`config.mk`:
```
export PLATFORM = sky130hd
export DESIGN_NAME = adt_translate
export DESIGN_NICKNAME = d
export VERILOG_FILES = /design/src/design/adt_pkg.sv /design/src/design/adt_translate.sv
export VERILOG_INCLUDE_DIRS = /design/src /design/src/design
export SDC_FILE = /design/constraint.sdc
export NUM_CORES = 1
export LEC_CHECK = 0
export BUFFER_PORTS_ARGS = -buffer_cell sky130_fd_sc_hd__buf_2
export CAP_MARGIN = 40
export CORE_ASPECT_RATIO = 0.7
export CORE_MARGIN = 10
export CORE_UTILIZATION = 25
export DETAILED_ROUTE_END_ITERATION = 8
export GPL_TIMING_DRIVEN = 0
export REMOVE_ABC_BUFFERS = 1
export SYNTH_ARGS = -nofsm -noshare
export SYNTH_HDL_FRONTEND = slang
export SYNTH_SLANG_ARGS = --single-unit
export TNS_END_PERCENT = 1
```
`constraint.sdc`:
```
create_clock -name core_clk_in -period 11.9 [get_ports core_clk_in]
set_clock_uncertainty 0.2 [all_clocks]
set_input_delay 1.19 -clock core_clk_in [delete_from_list [all_inputs] [get_ports core_clk_in]]
set_output_delay 1.19 -clock core_clk_in [all_outputs]
set_load 0.01 [all_outputs]
```
`src/design/adt_params.svh`:
```
`ifndef ADT_PARAMS_SVH
`define ADT_PARAMS_SVH
// ----------------------------------------
// Register byte offsets
// ----------------------------------------
`define ADT_OFS_CTRL 8'h00
`define ADT_OFS_CR0 8'h04
`define ADT_OFS_CR1 8'h08
`define ADT_OFS_DIRB 8'h0C
`define ADT_OFS_STAT 8'h10
// ----------------------------------------
// Field positions
// ----------------------------------------
`define ADT_CTRL_FULL 0
`define ADT_CTRL_EXT 1
`define ADT_CTRL_TRANS 2
`define ADT_CTRL_PROB 3
`define ADT_CR0_PG_HI 23
`define ADT_CR0_PG_LO 22
`define ADT_CR0_SG_HI 20
`define ADT_CR0_SG_LO 19
`define ADT_STE_INV 0
`define ADT_PTE_INV_2K 2
`define ADT_PTE_INV_4K 3
// ----------------------------------------
// Size codes and reset values
// ----------------------------------------
`define ADT_SEG_1M 2'h2
`define ADT_SEG_64K 2'h0
`define ADT_PG_2K 2'h1
`define ADT_PG_4K 2'h2
`define ADT_RST_CTRL 32'h0000_0000
`define ADT_RST_CR0 32'h0080_0000
`define ADT_RST_CR1 32'h0000_0000
`define ADT_RST_DIRB 32'h0000_0000
`endif

```
`src/design/adt_pkg.sv`:
```
package adt_pkg;
   // Request kinds from the execution logic
   typedef enum logic [2:0] {
      ADT_K_FETCH = 3'h0,
      ADT_K_DATA = 3'h1,
      ADT_K_LRA = 3'h2,
      ADT_K_PURGE_TRANSLATION_BUFFER = 3'h3,
      ADT_K_RRB = 3'h4,
      ADT_K_CHAN = 3'h5
   } adt_kind_e;
   // Result codes
   typedef enum logic [2:0] {
      ADT_X_NONE = 3'h0,
      ADT_X_OPER = 3'h1,
      ADT_X_PRIV = 3'h2,
      ADT_X_SPEC = 3'h3,
      ADT_X_SEG = 3'h4,
      ADT_X_PAGE = 3'h5
   } adt_excp_e;
   // Walk states, one-hot
   typedef enum logic [6:0] {
      ADT_S_IDLE = 7'b000_0001,
      ADT_S_SEGD = 7'b000_0010,
      ADT_S_SEGR = 7'b000_0100,
      ADT_S_PAGED = 7'b000_1000,
      ADT_S_PAGER = 7'b001_0000,
      ADT_S_FRMD = 7'b010_0000,
      ADT_S_RESP = 7'b100_0000
   } adt_state_e;
   typedef struct packed {
      adt_kind_e kind;
      logic [23:0] vaddr;
   } adt_req_s;
   typedef struct packed {
      adt_excp_e excp;
      logic [1:0] cc;
      logic [23:0] real_addr;
      logic [23:0] proc_addr;
   } adt_rsp_s;
endpackage

```
`src/design/adt_translate.sv`:
```
`timescale 1ns/1ns
`include "adt_params.svh"
// Function
// - Translate only in full, extended mode, bit set
// - Translate fetch and data addresses when active
// - Inactive: program address used as real
// - Channel addresses never translated
// - Load real, purge only in full mode
// - Three instructions privileged, mode-independent
// - Segment size from bits 11,12
// - Page size from bits 8,9
// - Codes select 1M/64K segments, 2K/4K pages
// - Page index range follows size pair
// - Full 16 MB virtual space always
// - Split into segment, page, byte fields
// - Real storage contiguous from zero
// - Real address mapped through storage directory in full mode, except load real
// - Tables fetched with directory references
// - No common segments
// - Segment table origin, length from CR1
// - Invalid segment entry: segment exception
// - Invalid page entry: page exception
// - Load real reports through condition code
module adt_translate (
   // Clock and reset
   input wire logic core_clk_in,
   input wire logic arst_n_in,
   // Avalon-MM register slave
   input wire logic [7:0] avs_address_in,
   input wire logic avs_read_in,
   input wire logic avs_write_in,
   input wire logic [31:0] avs_writedata_in,
   output logic [31:0] avs_readdata_out,
   output logic avs_waitrequest_out,
   // Requests from instruction execution
   input wire logic req_valid_in,
   input wire adt_pkg::adt_req_s req_in,
   output logic req_ready_out,
   output logic rsp_valid_out,
   output adt_pkg::adt_rsp_s rsp_out,
   // Processor storage word reads
   output logic mem_rd_out,
   output logic [23:0] mem_addr_out,
   input wire logic [31:0] mem_rdata_in,
   input wire logic mem_ack_in
);
   // ----------------------------------------
   // Reset release
   // ----------------------------------------
   logic rst_s1_r, rst_n_r;
   // Two-stage release so no flop leaves reset on a skewed edge
   always_ff @(posedge core_clk_in or negedge arst_n_in) begin
      if (!arst_n_in) begin
         rst_s1_r <= 1'b0;
         rst_n_r <= 1'b0;
      end else begin
         rst_s1_r <= 1'b1;
         rst_n_r <= rst_s1_r;
      end
   end

   // ----------------------------------------
   // Register slave
   // ----------------------------------------
   logic [31:0] ctrl_r, cr0_r, cr1_r, dirb_r, rdata_nxt;
   logic wait_r, busy;
   adt_pkg::adt_excp_e excp_r;
   logic [1:0] cc_r;
   wire acc = avs_read_in | avs_write_in;
   wire wr_go = avs_write_in & ~wait_r;
   wire sel_ctrl = avs_address_in == `ADT_OFS_CTRL;
   wire sel_cr0 = avs_address_in == `ADT_OFS_CR0;
   wire sel_cr1 = avs_address_in == `ADT_OFS_CR1;
   wire sel_dirb = avs_address_in == `ADT_OFS_DIRB;
   wire sel_stat = avs_address_in == `ADT_OFS_STAT;
   // Read mux; unmapped words read as zero
   assign rdata_nxt = sel_ctrl ? {28'h000_0000, ctrl_r[3:0]} :
                      sel_cr0 ? cr0_r :
                      sel_cr1 ? cr1_r :
                      sel_dirb ? dirb_r :
                      sel_stat ? {26'h000_0000, cc_r, excp_r, busy} : 32'h0000_0000;

   // One wait cycle per access, then a single answer edge
   always_ff @(posedge core_clk_in or negedge rst_n_r) begin
      if (!rst_n_r) begin
         wait_r <= 1'b1;
         avs_readdata_out <= 32'h0000_0000;
         ctrl_r <= `ADT_RST_CTRL;
         cr0_r <= `ADT_RST_CR0;
         cr1_r <= `ADT_RST_CR1;
         dirb_r <= `ADT_RST_DIRB;
      end else begin
         wait_r <= ~(acc & wait_r);
         if (avs_read_in & wait_r) begin
            avs_readdata_out <= rdata_nxt;
         end
         if (wr_go & sel_ctrl) begin
            ctrl_r <= avs_writedata_in;
         end
         if (wr_go & sel_cr0) begin
            cr0_r <= avs_writedata_in;
         end
         if (wr_go & sel_cr1) begin
            cr1_r <= avs_writedata_in;
         end
         if (wr_go & sel_dirb) begin
            dirb_r <= avs_writedata_in;
         end
      end
   end
   assign avs_waitrequest_out = wait_r;

   // ----------------------------------------
   // Mode and size decode
   // ----------------------------------------
   wire full_mode = ctrl_r[`ADT_CTRL_FULL];
   wire prob_state = ctrl_r[`ADT_CTRL_PROB];
   // Translation needs all three conditions
   wire xlat_on = full_mode & ctrl_r[`ADT_CTRL_EXT] & ctrl_r[`ADT_CTRL_TRANS];
   wire [1:0] seg_code = cr0_r[`ADT_CR0_SG_HI:`ADT_CR0_SG_LO];
   wire [1:0] pg_code = cr0_r[`ADT_CR0_PG_HI:`ADT_CR0_PG_LO];
   wire seg_1m = seg_code == `ADT_SEG_1M;
   wire pg_2k = pg_code == `ADT_PG_2K;
   wire cfg_bad = !(seg_1m || seg_code == `ADT_SEG_64K) || !(pg_2k || pg_code == `ADT_PG_4K);

   // ----------------------------------------
   // Request decode
   // ----------------------------------------
   adt_pkg::adt_state_e state_r;
   adt_pkg::adt_req_s cur_r;
   logic [23:0] real_r;
   wire taken = req_valid_in & req_ready_out;
   wire [23:0] va = req_in.vaddr;
   wire k_lra = req_in.kind == adt_pkg::ADT_K_LRA;
   wire k_purge_translation_buffer = req_in.kind == adt_pkg::ADT_K_PURGE_TRANSLATION_BUFFER;
   wire k_rrb = req_in.kind == adt_pkg::ADT_K_RRB;
   wire k_chan = req_in.kind == adt_pkg::ADT_K_CHAN;
   wire k_prog = req_in.kind == adt_pkg::ADT_K_FETCH || req_in.kind == adt_pkg::ADT_K_DATA;
   wire k_bad = !(k_lra | k_purge_translation_buffer | k_rrb | k_chan | k_prog);
   wire k_sys = k_lra | k_purge_translation_buffer | k_rrb;
   wire need_oper = k_bad | ((k_lra | k_purge_translation_buffer) & ~full_mode);
   wire need_priv = k_sys & prob_state;
   // Load real translates whatever the translation bit says
   wire walk = (k_prog & xlat_on) | k_lra;
   // Segment index; 1M segments give 16, 64K give 256
   wire [7:0] seg_ix = seg_1m ? {4'h0, va[23:20]} : va[23:16];
   // Page index per size pair: 512/256/32/16 entries
   wire [8:0] pg_ix = seg_1m ? (pg_2k ? va[19:11] : {1'b0, va[19:12]}) :
                      (pg_2k ? {4'h0, va[15:11]} : {5'h00, va[15:12]});
   // Length counts 16-entry blocks, one more than coded
   wire seg_long = seg_ix[7:4] > cr1_r[27:24];
   // Single table from CR1; no shared segment path
   wire [23:0] ste_addr = {cr1_r[23:6], 6'h00} + {14'h0000, seg_ix, 2'h0};

   // ----------------------------------------
   // Walk helpers
   // ----------------------------------------
   // Directory word for a real address; real space starts at zero
   function automatic logic [23:0] dir_word(input logic [31:0] base, input logic [23:0] ra);
      dir_word = base[23:0] + {9'h000, ra[23:11], 2'h0};
   endfunction
   logic [8:0] pg_ix_r;
   logic seg1m_r, pg2k_r;
   wire [23:0] proc_addr = {mem_rdata_in[31:19], real_r[10:0]};
   wire [23:0] pte_addr = {mem_rdata_in[23:3], 3'h0} + {14'h0000, pg_ix_r, 1'b0};
   wire [15:0] pte = real_r[1] ? mem_rdata_in[15:0] : mem_rdata_in[31:16];
   wire pte_inv = pg2k_r ? pte[`ADT_PTE_INV_2K] : pte[`ADT_PTE_INV_4K];
   wire [23:0] pg_real = pg2k_r ? {pte[15:3], cur_r.vaddr[10:0]} : {pte[15:4], cur_r.vaddr[11:0]};
   wire is_lra = cur_r.kind == adt_pkg::ADT_K_LRA;
   wire st_idle = state_r == adt_pkg::ADT_S_IDLE;
   assign busy = ~st_idle;

   // ----------------------------------------
   // Translation walk
   // ----------------------------------------
   // Each table step reads the directory first, then the table word
   always_ff @(posedge core_clk_in or negedge rst_n_r) begin
      if (!rst_n_r) begin
         state_r <= adt_pkg::ADT_S_IDLE;
         cur_r <= '0;
         real_r <= 24'h00_0000;
         pg_ix_r <= 9'h000;
         seg1m_r <= 1'b0;
         pg2k_r <= 1'b0;
         excp_r <= adt_pkg::ADT_X_NONE;
         cc_r <= 2'h0;
         req_ready_out <= 1'b0;
         rsp_valid_out <= 1'b0;
         rsp_out <= '0;
         mem_rd_out <= 1'b0;
         mem_addr_out <= 24'h00_0000;
      end else begin
         rsp_valid_out <= 1'b0;
         unique case (state_r)
            adt_pkg::ADT_S_IDLE: begin
               req_ready_out <= 1'b1;
               if (taken) begin
                  req_ready_out <= 1'b0;
                  cur_r <= req_in;
                  pg_ix_r <= pg_ix;
                  seg1m_r <= seg_1m;
                  pg2k_r <= pg_2k;
                  real_r <= va;
                  excp_r <= adt_pkg::ADT_X_NONE;
                  cc_r <= 2'h0;
                  state_r <= adt_pkg::ADT_S_RESP;
                  if (need_oper) begin
                     excp_r <= adt_pkg::ADT_X_OPER;
                  end else if (need_priv) begin
                     excp_r <= adt_pkg::ADT_X_PRIV;
                  end else if (walk & cfg_bad) begin
                     excp_r <= adt_pkg::ADT_X_SPEC;
                  end else if (walk & seg_long) begin
                     if (k_lra) begin
                        cc_r <= 2'h3;
                     end else begin
                        excp_r <= adt_pkg::ADT_X_SEG;
                     end
                  end else if (walk) begin
                     real_r <= ste_addr;
                     mem_addr_out <= dir_word(dirb_r, ste_addr);
                     mem_rd_out <= 1'b1;
                     state_r <= adt_pkg::ADT_S_SEGD;
                  end else if ((k_prog | k_chan) & full_mode) begin
                     mem_addr_out <= dir_word(dirb_r, va);
                     mem_rd_out <= 1'b1;
                     state_r <= adt_pkg::ADT_S_FRMD;
                  end
               end
            end
            adt_pkg::ADT_S_SEGD, adt_pkg::ADT_S_PAGED: begin
               if (mem_ack_in) begin
                  mem_addr_out <= {proc_addr[23:2], 2'h0};
                  state_r <= state_r == adt_pkg::ADT_S_SEGD ? adt_pkg::ADT_S_SEGR : adt_pkg::ADT_S_PAGER;
               end
            end
            adt_pkg::ADT_S_SEGR: begin
               if (mem_ack_in) begin
                  if (mem_rdata_in[`ADT_STE_INV]) begin
                     mem_rd_out <= 1'b0;
                     state_r <= adt_pkg::ADT_S_RESP;
                     if (is_lra) begin
                        cc_r <= 2'h1;
                     end else begin
                        excp_r <= adt_pkg::ADT_X_SEG;
                     end
                  end else begin
                     real_r <= pte_addr;
                     mem_addr_out <= dir_word(dirb_r, pte_addr);
                     state_r <= adt_pkg::ADT_S_PAGED;
                  end
               end
            end
            adt_pkg::ADT_S_PAGER: begin
               if (mem_ack_in) begin
                  if (pte_inv) begin
                     mem_rd_out <= 1'b0;
                     state_r <= adt_pkg::ADT_S_RESP;
                     if (is_lra) begin
                        cc_r <= 2'h2;
                     end else begin
                        excp_r <= adt_pkg::ADT_X_PAGE;
                     end
                  end else begin
                     real_r <= pg_real;
                     if (is_lra) begin
                        mem_rd_out <= 1'b0;
                        state_r <= adt_pkg::ADT_S_RESP;
                     end else begin
                        mem_addr_out <= dir_word(dirb_r, pg_real);
                        state_r <= adt_pkg::ADT_S_FRMD;
                     end
                  end
               end
            end
            adt_pkg::ADT_S_FRMD: begin
               if (mem_ack_in) begin
                  mem_rd_out <= 1'b0;
                  rsp_out.proc_addr <= proc_addr;
                  state_r <= adt_pkg::ADT_S_RESP;
               end
            end
            adt_pkg::ADT_S_RESP: begin
               // Outside full mode the program address goes straight out
               if (!full_mode || is_lra) begin
                  rsp_out.proc_addr <= real_r;
               end
               rsp_out.real_addr <= real_r;
               rsp_out.excp <= excp_r;
               rsp_out.cc <= cc_r;
               rsp_valid_out <= 1'b1;
               state_r <= adt_pkg::ADT_S_IDLE;
            end
            default: begin
               state_r <= adt_pkg::ADT_S_IDLE;
            end
         endcase
      end
   end
endmodule

```
==> results of run 1 <==
[power by group through the flow]
stage               clock (mW)  combinational [mW]  sequential, mW
finish                    1.12               0.935            1.31
global route              1.19                1.04            1.33
CTS                       1.15               0.941            1.31
detailed placement           0               0.936            1.32
global placement             0               0.855            1.34
floorplan                    0               0.460            1.35
[per-layer routing]
layer / vias to the layer above / global-route usage / part of all wire
met3: 76 / 0.0517 / 0.094
met1: 6675 / 0.220 / 0.44
met4: 18 / 0.0316 / 0.014
li1: 6041 / - / -
met5: - / 0 / 0.0017
met2: 513 / 0.255 / 0.45
[kinds of logic (layout without fill, tap and decap cells)]
group / Yosys count / count (layout) / synth area share
AOI/OAI and AO/OA: 366 / 366 / 0.168
xor gates and xnor gates: 42 / 42 / 0.0244
adders and majority gates: 30 / 30 / 0.0255
buffers and inverters: 113 / 323 / 0.0316
DFF: 276 / 276 / 0.458
muxes: 170 / 170 / 0.125
other: 1 / 7 / 0.000248
and+or+nand+nor: 558 / 558 / 0.167
[final cells by class]
| type | count | area share |
|---|---|---|
| Antenna cell | 6 | 0.000809 |
| Clock buffer | 44 | 0.0506 |
| Clock inverter | 15 | 0.0127 |
| Inverter | 18 | 0.00364 |
| Multi-Input combinational cell | 1167 | 0.417 |
| Sequential cell | 276 | 0.372 |
| Tap cell | 808 | 0.0545 |
| Timing Repair Buffer | 246 | 0.0885 |
[placed cells by master (no fill, tap or decap), types with 24 or more instances in the layout]
cell | Yosys | routed
a21oi_1 | 70 | 69
a22oi_1 | 28 | 28
buf_2 | 21 | 216
xnor2_1 | 24 | 24
nand2_1 | 280 | 279
a211oi_1 | 28 | 28
dfrtp_1 | 273 | 272
nand3_1 | 40 | 39
mux2i_1 | 26 | 26
mux2_2 | 142 | 142
o31ai_1 | 36 | 36
a31oi_1 | 29 | 29
o21ai_0 | 58 | 58
clkbuf_16 | 0 | 35
ha_1 | 26 | 26
nor2_1 | 119 | 118
[worst max-delay path, stage by stage (launching register included)]
cell and delay, ns:
dfrtp_1 0.40, nand2b_1 0.66, and2_1 0.25, ha_1 0.22, ha_1 0.16, a31oi_1 0.06, o21ai_0 0.60, nand3_1 0.18
xor2_1 0.29, a211oi_1 0.13, o31a_1 0.36, ha_1 0.34, o21a_1 0.19, o31a_1 0.13, o41a_1 0.35, o21ai_1 0.50
mux2_2 0.40, a31oi_1 0.30, o21ai_1 0.09
[worst paths after layout]
kind | endpoint | cells past startpoint | startpoint | slack (ns)
worst max register to register | mem_addr_out[14] | 18 | cr0_r[19] | 5.95
max in group asynchronous | rsp_out[47] | 3 | rst_n_r | 10.19
worst min register to register | state_r[6] | 0 | rst_n_r | 0.1
min in group core_clk_in | rst_n_r | 0 | rst_s1_r | 0.15
worst max-delay path | mem_addr_out[14] | 18 | cr0_r[19] | 5.95
worst min-delay path | state_r[6] | 0 | rst_n_r | 0.1
[through the flow]
stage,power (mW),instance area [um^2]
detailed placement,2.26,17400
floorplan,1.81,14700
finish,3.36,18600
CTS,3.40,18500
global placement,2.19,16800
global route,3.56,18500
[sequential cells by signal (all words and copies together), names as in the netlist]
name / cells
pg_ix_r: 9
ctrl_r: 4
real_r: 24
state_r: 7
rsp_out: 53
cr1_r: 32
avs_waitrequest_out: 1
dirb_r: 32
avs_readdata_out: 32
cr0_r: 32
pg2k_r: 1
req_ready_out: 1
excp_r: 3
cc_r: 2
cur_r: 15
mem_rd_out: 1
rst_s1_r: 1
rst_n_r: 1
mem_addr_out: 24
rsp_valid_out: 1
==> results.yml, run 1 <==
pwr:
  netSwitchingFraction: 0.343
  p_int_mw: 2.21
  comb_power_share: 0.278
  ir_drop_mv: 0.0892
  p_per_area_mw_per_mm2: 181
  p_sw_mw: 1.15
  p_leak_nw: 8.50
  clockPowerShare: 0.333
  seqPwrFrac: 0.388
global_routing:
  antenna_found_initial: 19
  grt_pass1_vias: 13100
  grt_overflow: 0
  grt_pass1_wl_um: 87800
  groute.usage.overall: 0.164
  grt_max_degree: 65
route:
  ant_nets: 0
  wl_per_cell_um: 23.1
  drc: 0
  via_per_inst: 5.16
  drtIter0Drc: 1271
  via_count: 13300
  wirelength_um: 59700
  firstDrtPassIters: 5
clock_network:
  post_cts_resized: 0
  clk_pin_slew_worst_paths_ns: 0.06
  max-clock-path-buffers: 3
  cts_tree: "done"
  h-tree-depth: 2
  cts_buffers: 34
  post-cts-setup-buffers: 0
  clkSinkCount: 276
  ctsHoldBuffers: 0
  insertion_delay_ns: 0.55
  clockRootBuffer: "clkbuf_16"
floorplanning:
  die_area_mm2: 0.0708
  initial_utilization: 0.252
  rows: 75
  core_mm2: 0.0599
  ios: 218
  die_x_um: 314
  die_y_um: 226
min_path:
  min-delay-path-class: "reg2async"
sta:
  rsz0062_at_grt: "no"
  setup_viol: 0
  hold_viol: 0
  fmax_mhz: 168
  fin_ws_ns: 5.95
  slew_headroom: 0.258
  drv_slew: 0
  finalCritPeriodShare: 0.500
  tightest_slew_ns: 1.11
  hold_slack_ns: 0.0996
  finalCriticalPeriod_ns: 5.95
  tns_ns: 0
synth:
  netlist_area_mm2: 0.0151
  syn_inst: 1556
  ys_top_cells_by_count: "nand2_1, dfrtp_1, mux2_2"
  ys_types: 90
  ys_warn_count: 0
  async_flop_share: 1.00
  synth_area_leader_cell: "dfrtp_1"
  synth_ff_type: "dfrtp_1"
  synth_edf_count: 0
  yosysSeqAreaShare: 0.458
  synth_most_common_cell: "nand2_1"
  ys_ff_latch: 276
  avgSynthCellArea_um2: 9.70
  yosys-top-cells-area: "dfrtp_1, mux2_2, nand2_1"
  synth_top_area_frac: 0.452
place:
  hpwl_um: 45000
  io_buffers: 216
  dpl_worst_slack_ns: 5.77
  place.gp.congestion: 0.923
  dp_cells: 2515
cells_and_area:
  n_fill_cell: 6322
  syn_to_final_growth_pct: 23.0
  layout.nets: 1876
  final_cells: 2580
  drive_gt1_frac: 0.272
  multi_input_area_mm2: 0.00774
  finish.utilization: 0.310
  regArea_mm2: 0.00691
worst_setup_path:
  cp-start-kind: "flip-flop"
  worst-path-max-fanout: 19
  path_class: "reg2reg"
  cp-end-kind: "flip-flop"
  required_ns: 12.11
  arrival_ns: 6.16
flow_run:
  cap_violations: 0
run_status:
  status: "complete, no violations"
Power figures use the tool's default switching activity.
==> inputs of run 2 (changes only) <==
- clock period: 11.9 -> 5.2 ns (I/O delays scaled with it)
==> run 2 against run 1 <==
Via count up 0.83%. Register-to-register slack got worse by 5.8 ns. Global-route usage hardly changed. Worst hold slack lost 0.064 ns. Core utilization increased by 0.48 points. Worst setup slack lost 5.8 ns. Clock power rose by 130%. Maximum frequency increased by 18%. Wire length rose by 0.52%. Critical path type unchanged. Critical endpoint unchanged.
==> results.yml, run 2 (same netlist as run 1, synthesis figures left out) <==
global_routing:
  groute.usage.overall: 0.164
  grt_max_degree: 65
  antenna_found_initial: 20
  grt_pass1_vias: 13200
  grt_overflow: 0
  grt_pass1_wl_um: 88100
floorplanning:
  die_x_um: 314
  core_mm2: 0.0599
  rows: 75
  die_y_um: 226
  initial_utilization: 0.252
  ios: 218
  die_area_mm2: 0.0708
place:
  io_buffers: 216
  place.gp.congestion: 0.923
  hpwl_um: 45000
  dpl_worst_slack_ns: -0.632
clock_network:
  cts_buffers: 34
  h-tree-depth: 2
  clkSinkCount: 276
  max-clock-path-buffers: 3
  clk_pin_slew_worst_paths_ns: 0.06
  insertion_delay_ns: 0.55
  clockRootBuffer: "clkbuf_16"
  cts_tree: "done"
sta:
  slew_headroom: 0.255
  drv_slew: 0
  tns_ns: 0
  fmax_mhz: 198
  setup_viol: 0
  fin_ws_ns: 0.145
  hold_viol: 0
  finalCriticalPeriod_ns: 5.06
  finalCritPeriodShare: 0.972
  rsz0062_at_grt: "no"
  tightest_slew_ns: 1.12
worst_setup_path:
  cp-end-kind: "flip-flop"
  path_class: "reg2reg"
  worst-path-max-fanout: 8
  arrival_ns: 5.27
  cp-start-kind: "flip-flop"
  required_ns: 5.42
route:
  ant_nets: 0
  wl_per_cell_um: 23.0
  wirelength_um: 60000
  via_count: 13400
  firstDrtPassIters: 6
  via_per_inst: 5.16
  drc: 0
  drtIter0Drc: 1366
flow_run:
  cap_violations: 0
pwr:
  total_power_mw: 7.71
  p_per_area_mw_per_mm2: 409
  ir_drop_mv: 0.203
  p_leak_nw: 8.60
cells_and_area:
  layout.nets: 1897
  largest_reg_flops: 53
  drive_gt1_frac: 0.281
  syn_to_final_growth_pct: 24.9
  top_register: "rsp_out"
  final_common_cell: "nand2_1"
  final_cell_mix: "nand2_1, dfrtp_1, buf_2, mux2_2, nor2_1"
run_status:
  status: "complete, no violations"
min_path:
  min-delay-path-class: "in2reg"
run 2: metrics by stage:
stage	instance area, um^2	hold slack, ns	instances	utilization
final	18900	0.0353	2602	0.315
after detailed placement	17400	0.114	2515	0.290
after floorplan	14700	0.0244	1461	-
after global placement	16800	0.108	2485	0.280
after CTS	18700	0.00686	2590	0.313
after global routing	18800	0.0227	2595	0.315
run 2: area by class of cell:
type	count	area (um^2)
Antenna cell	7	17.5
Clock buffer	44	940
Clock inverter	15	236
Fill cell	6308	41000
Inverter	18	67.6
Multi-Input combinational cell	1167	7830
Sequential cell	276	6910
Tap cell	808	1010
Timing Repair Buffer	267	1840
run 2: power by group:
group	total, mW	internal (mW)	switching, mW
Sequential	2.99	2.63	0.354
Clock	2.56	1.58	0.987
Combinational	2.16	0.857	1.30
run 2: worst max-delay path: stages, from the launching register on:
cell and delay, ns:
dfrtp_1 0.44, nand2b_4 0.21, and2_1 0.19, ha_1 0.23
maj3_1 0.38, nor2_2 0.15, o41a_1 0.31, xor2_1 0.29
a21oi_1 0.11, a21o_1 0.23, ha_1 0.33, nor2b_1 0.19
o31a_1 0.29, o41a_1 0.38, o21ai_4 0.29, mux2_2 0.38
a31oi_2 0.25, o21ai_1 0.08
run 2: repair_timing:
item / in CTS / in global routing
setup buffers: 1 / 5
endpoints found under the setup margin: 15 / 12
hold endpoints to repair: 15 / 0
hold buffers: 15 / 0
pin swaps: 1 / 3
gates resized for setup: 10 / 12
cloned: 0 / 0
run 2: path summary, 6_finish.rpt:
kind | startpoint | endpoint | slack (ns) | cells past startpoint
max | cr0_r[19] | mem_addr_out[14] | 0.14 | 17
min | avs_writedata_in[27] | cr1_r[27] | 0.04 | 3
max reg2reg | cr0_r[19] | mem_addr_out[14] | 0.14 | 17
min reg2reg | rst_n_r | state_r[6] | 0.10 | 0
max in group asynchronous | rst_n_r | rsp_out[47] | 3.48 | 3
min in group asynchronous | arst_n_in | rst_s1_r | 0.08 | 2
run 2: layer usage:
layer	vias to the layer above	track usage	share of wire
met2	510	0.255	0.45
met5	-	0	0.0019
met3	88	0.0496	0.090
li1	6075	-	-
met1	6742	0.222	0.44
met4	18	0.0337	0.017
==> inputs of run 3 (changes only) <==
- CORE_UTILIZATION: 25 -> 50
- PLACE_DENSITY: not set -> 0.74
==> run 3 against run 2 <==
Wire length down 16%. Clock power down 16%. Final area down 3.5%. Flip-flop and latch count unchanged. Worst setup slack better by 0.073 ns. Non-clock buffer count up 1. Worst hold slack worse by 0.018 ns. Register-to-register slack better by 0.07 ns. Final cell count down 16%. Count of clock-buffer cells in the layout up 1. Core utilization up 29 points. Via count down 1.7%. Largest cell class unchanged.
==> results.yml, run 3 (same netlist as run 1, synthesis figures left out) <==
run_status:
  status: "complete, no violations"
route:
  firstDrtPassIters: 5
  drc: 0
  via_per_inst: 6.01
  ant_nets: 0
  wirelength_um: 50100
  wl_per_cell_um: 22.8
  via_count: 13200
  drtIter0Drc: 1369
worst_setup_path:
  cp-end-kind: "flip-flop"
  required_ns: 5.44
  arrival_ns: 5.22
  path_class: "reg2reg"
  cp-start-kind: "flip-flop"
  worst-path-max-fanout: 6
sta:
  drv_slew: 0
  tightest_slew_ns: 1.09
  fmax_mhz: 201
  setup_viol: 0
  slew_headroom: 0.272
  finalCriticalPeriod_ns: 4.98
  finalCritPeriodShare: 0.958
  tns_ns: 0
  rsz0062_at_grt: "no"
  hold_slack_ns: 0.0171
  hold_viol: 0
  fin_ws_ns: 0.218
clock_network:
  clk_pin_slew_worst_paths_ns: 0.06
  cts_buffers: 28
  h-tree-depth: 1
  cts_tree: "done"
  clockRootBuffer: "clkbuf_16"
  insertion_delay_ns: 0.56
  max-clock-path-buffers: 3
  clkSinkCount: 276
floorplanning:
  core_mm2: 0.0299
  ios: 218
  die_x_um: 228
  initial_utilization: 0.505
  die_y_um: 165
  die_area_mm2: 0.0377
  rows: 53
cells_and_area:
  top_register: "rsp_out"
  layout.nets: 1892
  final_cell_mix: "nand2_1, dfrtp_1, buf_2, mux2_2, nor2_1"
  final_common_cell: "nand2_1"
  largest_reg_flops: 53
  drive_gt1_frac: 0.277
  final_cell_area_mm2: 0.0182
  syn_to_final_growth_pct: 20.5
pwr:
  total_power_mw: 7.23
  ir_drop_mv: 0.261
  p_leak_nw: 8.50
  p_per_area_mw_per_mm2: 398
global_routing:
  groute.usage.overall: 0.264
  gr-usage-met2: 0.400
  grt_util_met1: 0.383
  grt_pass1_vias: 12900
  grt_overflow: 0
  grt.busiest_layer: "met2"
  antenna_found_initial: 4
  grt_pass1_wl_um: 77400
  grt_max_degree: 58
  gr-usage-met3: 0.0616
place:
  dpl_worst_slack_ns: -0.651
  io_buffers: 216
  hpwl_um: 37100
  place.gp.congestion: 0.959
  placed_cell_area_mm2: 0.0169
flow_run:
  cap_violations: 0
min_path:
  min-delay-path-class: "in2reg"
==> run 3: cell type report <==
cell class / instances / area, um^2
diodes: 4 / 10.0
clock buffers: 45 / 866
clock inverters: 6 / 110
fillers: 2544 / 11700
inverters: 18 / 67.6
multi-input cells: 1167 / 7850
flip-flops and latches: 276 / 6910
well taps: 412 / 515
repair buffers: 268 / 1860
==> run 3: per-stage QoR <==
stage | std cells | util
detailed placement | 2119 | 0.564
finish | 2196 | 0.608
floorplan | 1461 | -
global route | 2193 | 0.608
global placement | 2089 | 0.545
CTS | 2188 | 0.605
==> run 3: critical path, cell delays in order, from the launching register on <==
cell	delay (ns)
dfrtp_1	0.44
nand2b_4	0.19
and2_1	0.19
ha_1	0.23
maj3_1	0.38
nor2_2	0.14
o41a_1	0.16
buf_4	0.16
xor2_2	0.24
a21oi_1	0.11
a21o_1	0.25
ha_1	0.35
nor2b_1	0.18
o31a_1	0.29
o41a_1	0.39
o21ai_4	0.27
mux2_2	0.37
a31oi_2	0.23
o21ai_1	0.09
==> run 3: what timing repair did <==
| action | 4_1_cts | 5_1_grt |
|---|---|---|
| hold buffers | 17 | 0 |
| buffers inserted | 1 | 4 |
| pin swaps | 1 | 2 |
| endpoints found under the hold margin | 22 | 0 |
| setup endpoints to repair | 14 | 12 |
| gates resized for setup | 10 | 15 |
==> run 3: path summary, 6_finish.rpt <==
path                                       from          endpoint  slack [ns]  cells after the start
max reg2reg                           cr0_r[19]  mem_addr_out[14]        0.22                     18
max                                   cr0_r[19]  mem_addr_out[14]        0.22                     18
max in group asynchronous               rst_n_r         cr0_r[23]        3.66                      3
min reg2reg                            rst_s1_r           rst_n_r        0.15                      0
min                        avs_writedata_in[12]         cr0_r[12]        0.02                      2
min in group asynchronous             arst_n_in           rst_n_r        0.07                      2
==> run 3: layer usage <==
metal  routed length [um]  up-vias  part of all wire
li1                     -     6061                 -
met1                22100     6533              0.44
met2                22300      541              0.44
met3                 4900       67             0.098
met4                  802        2             0.016
met5                   13        -           0.00026
==> run 3: where the power goes <==
part | internal, mW | total [mW] | switching [mW] | leakage (nW)
Clock | 1.28 | 2.14 | 0.862 | 0.471
Combinational | 0.851 | 2.12 | 1.27 | 4.47
Sequential | 2.63 | 2.97 | 0.333 | 3.56
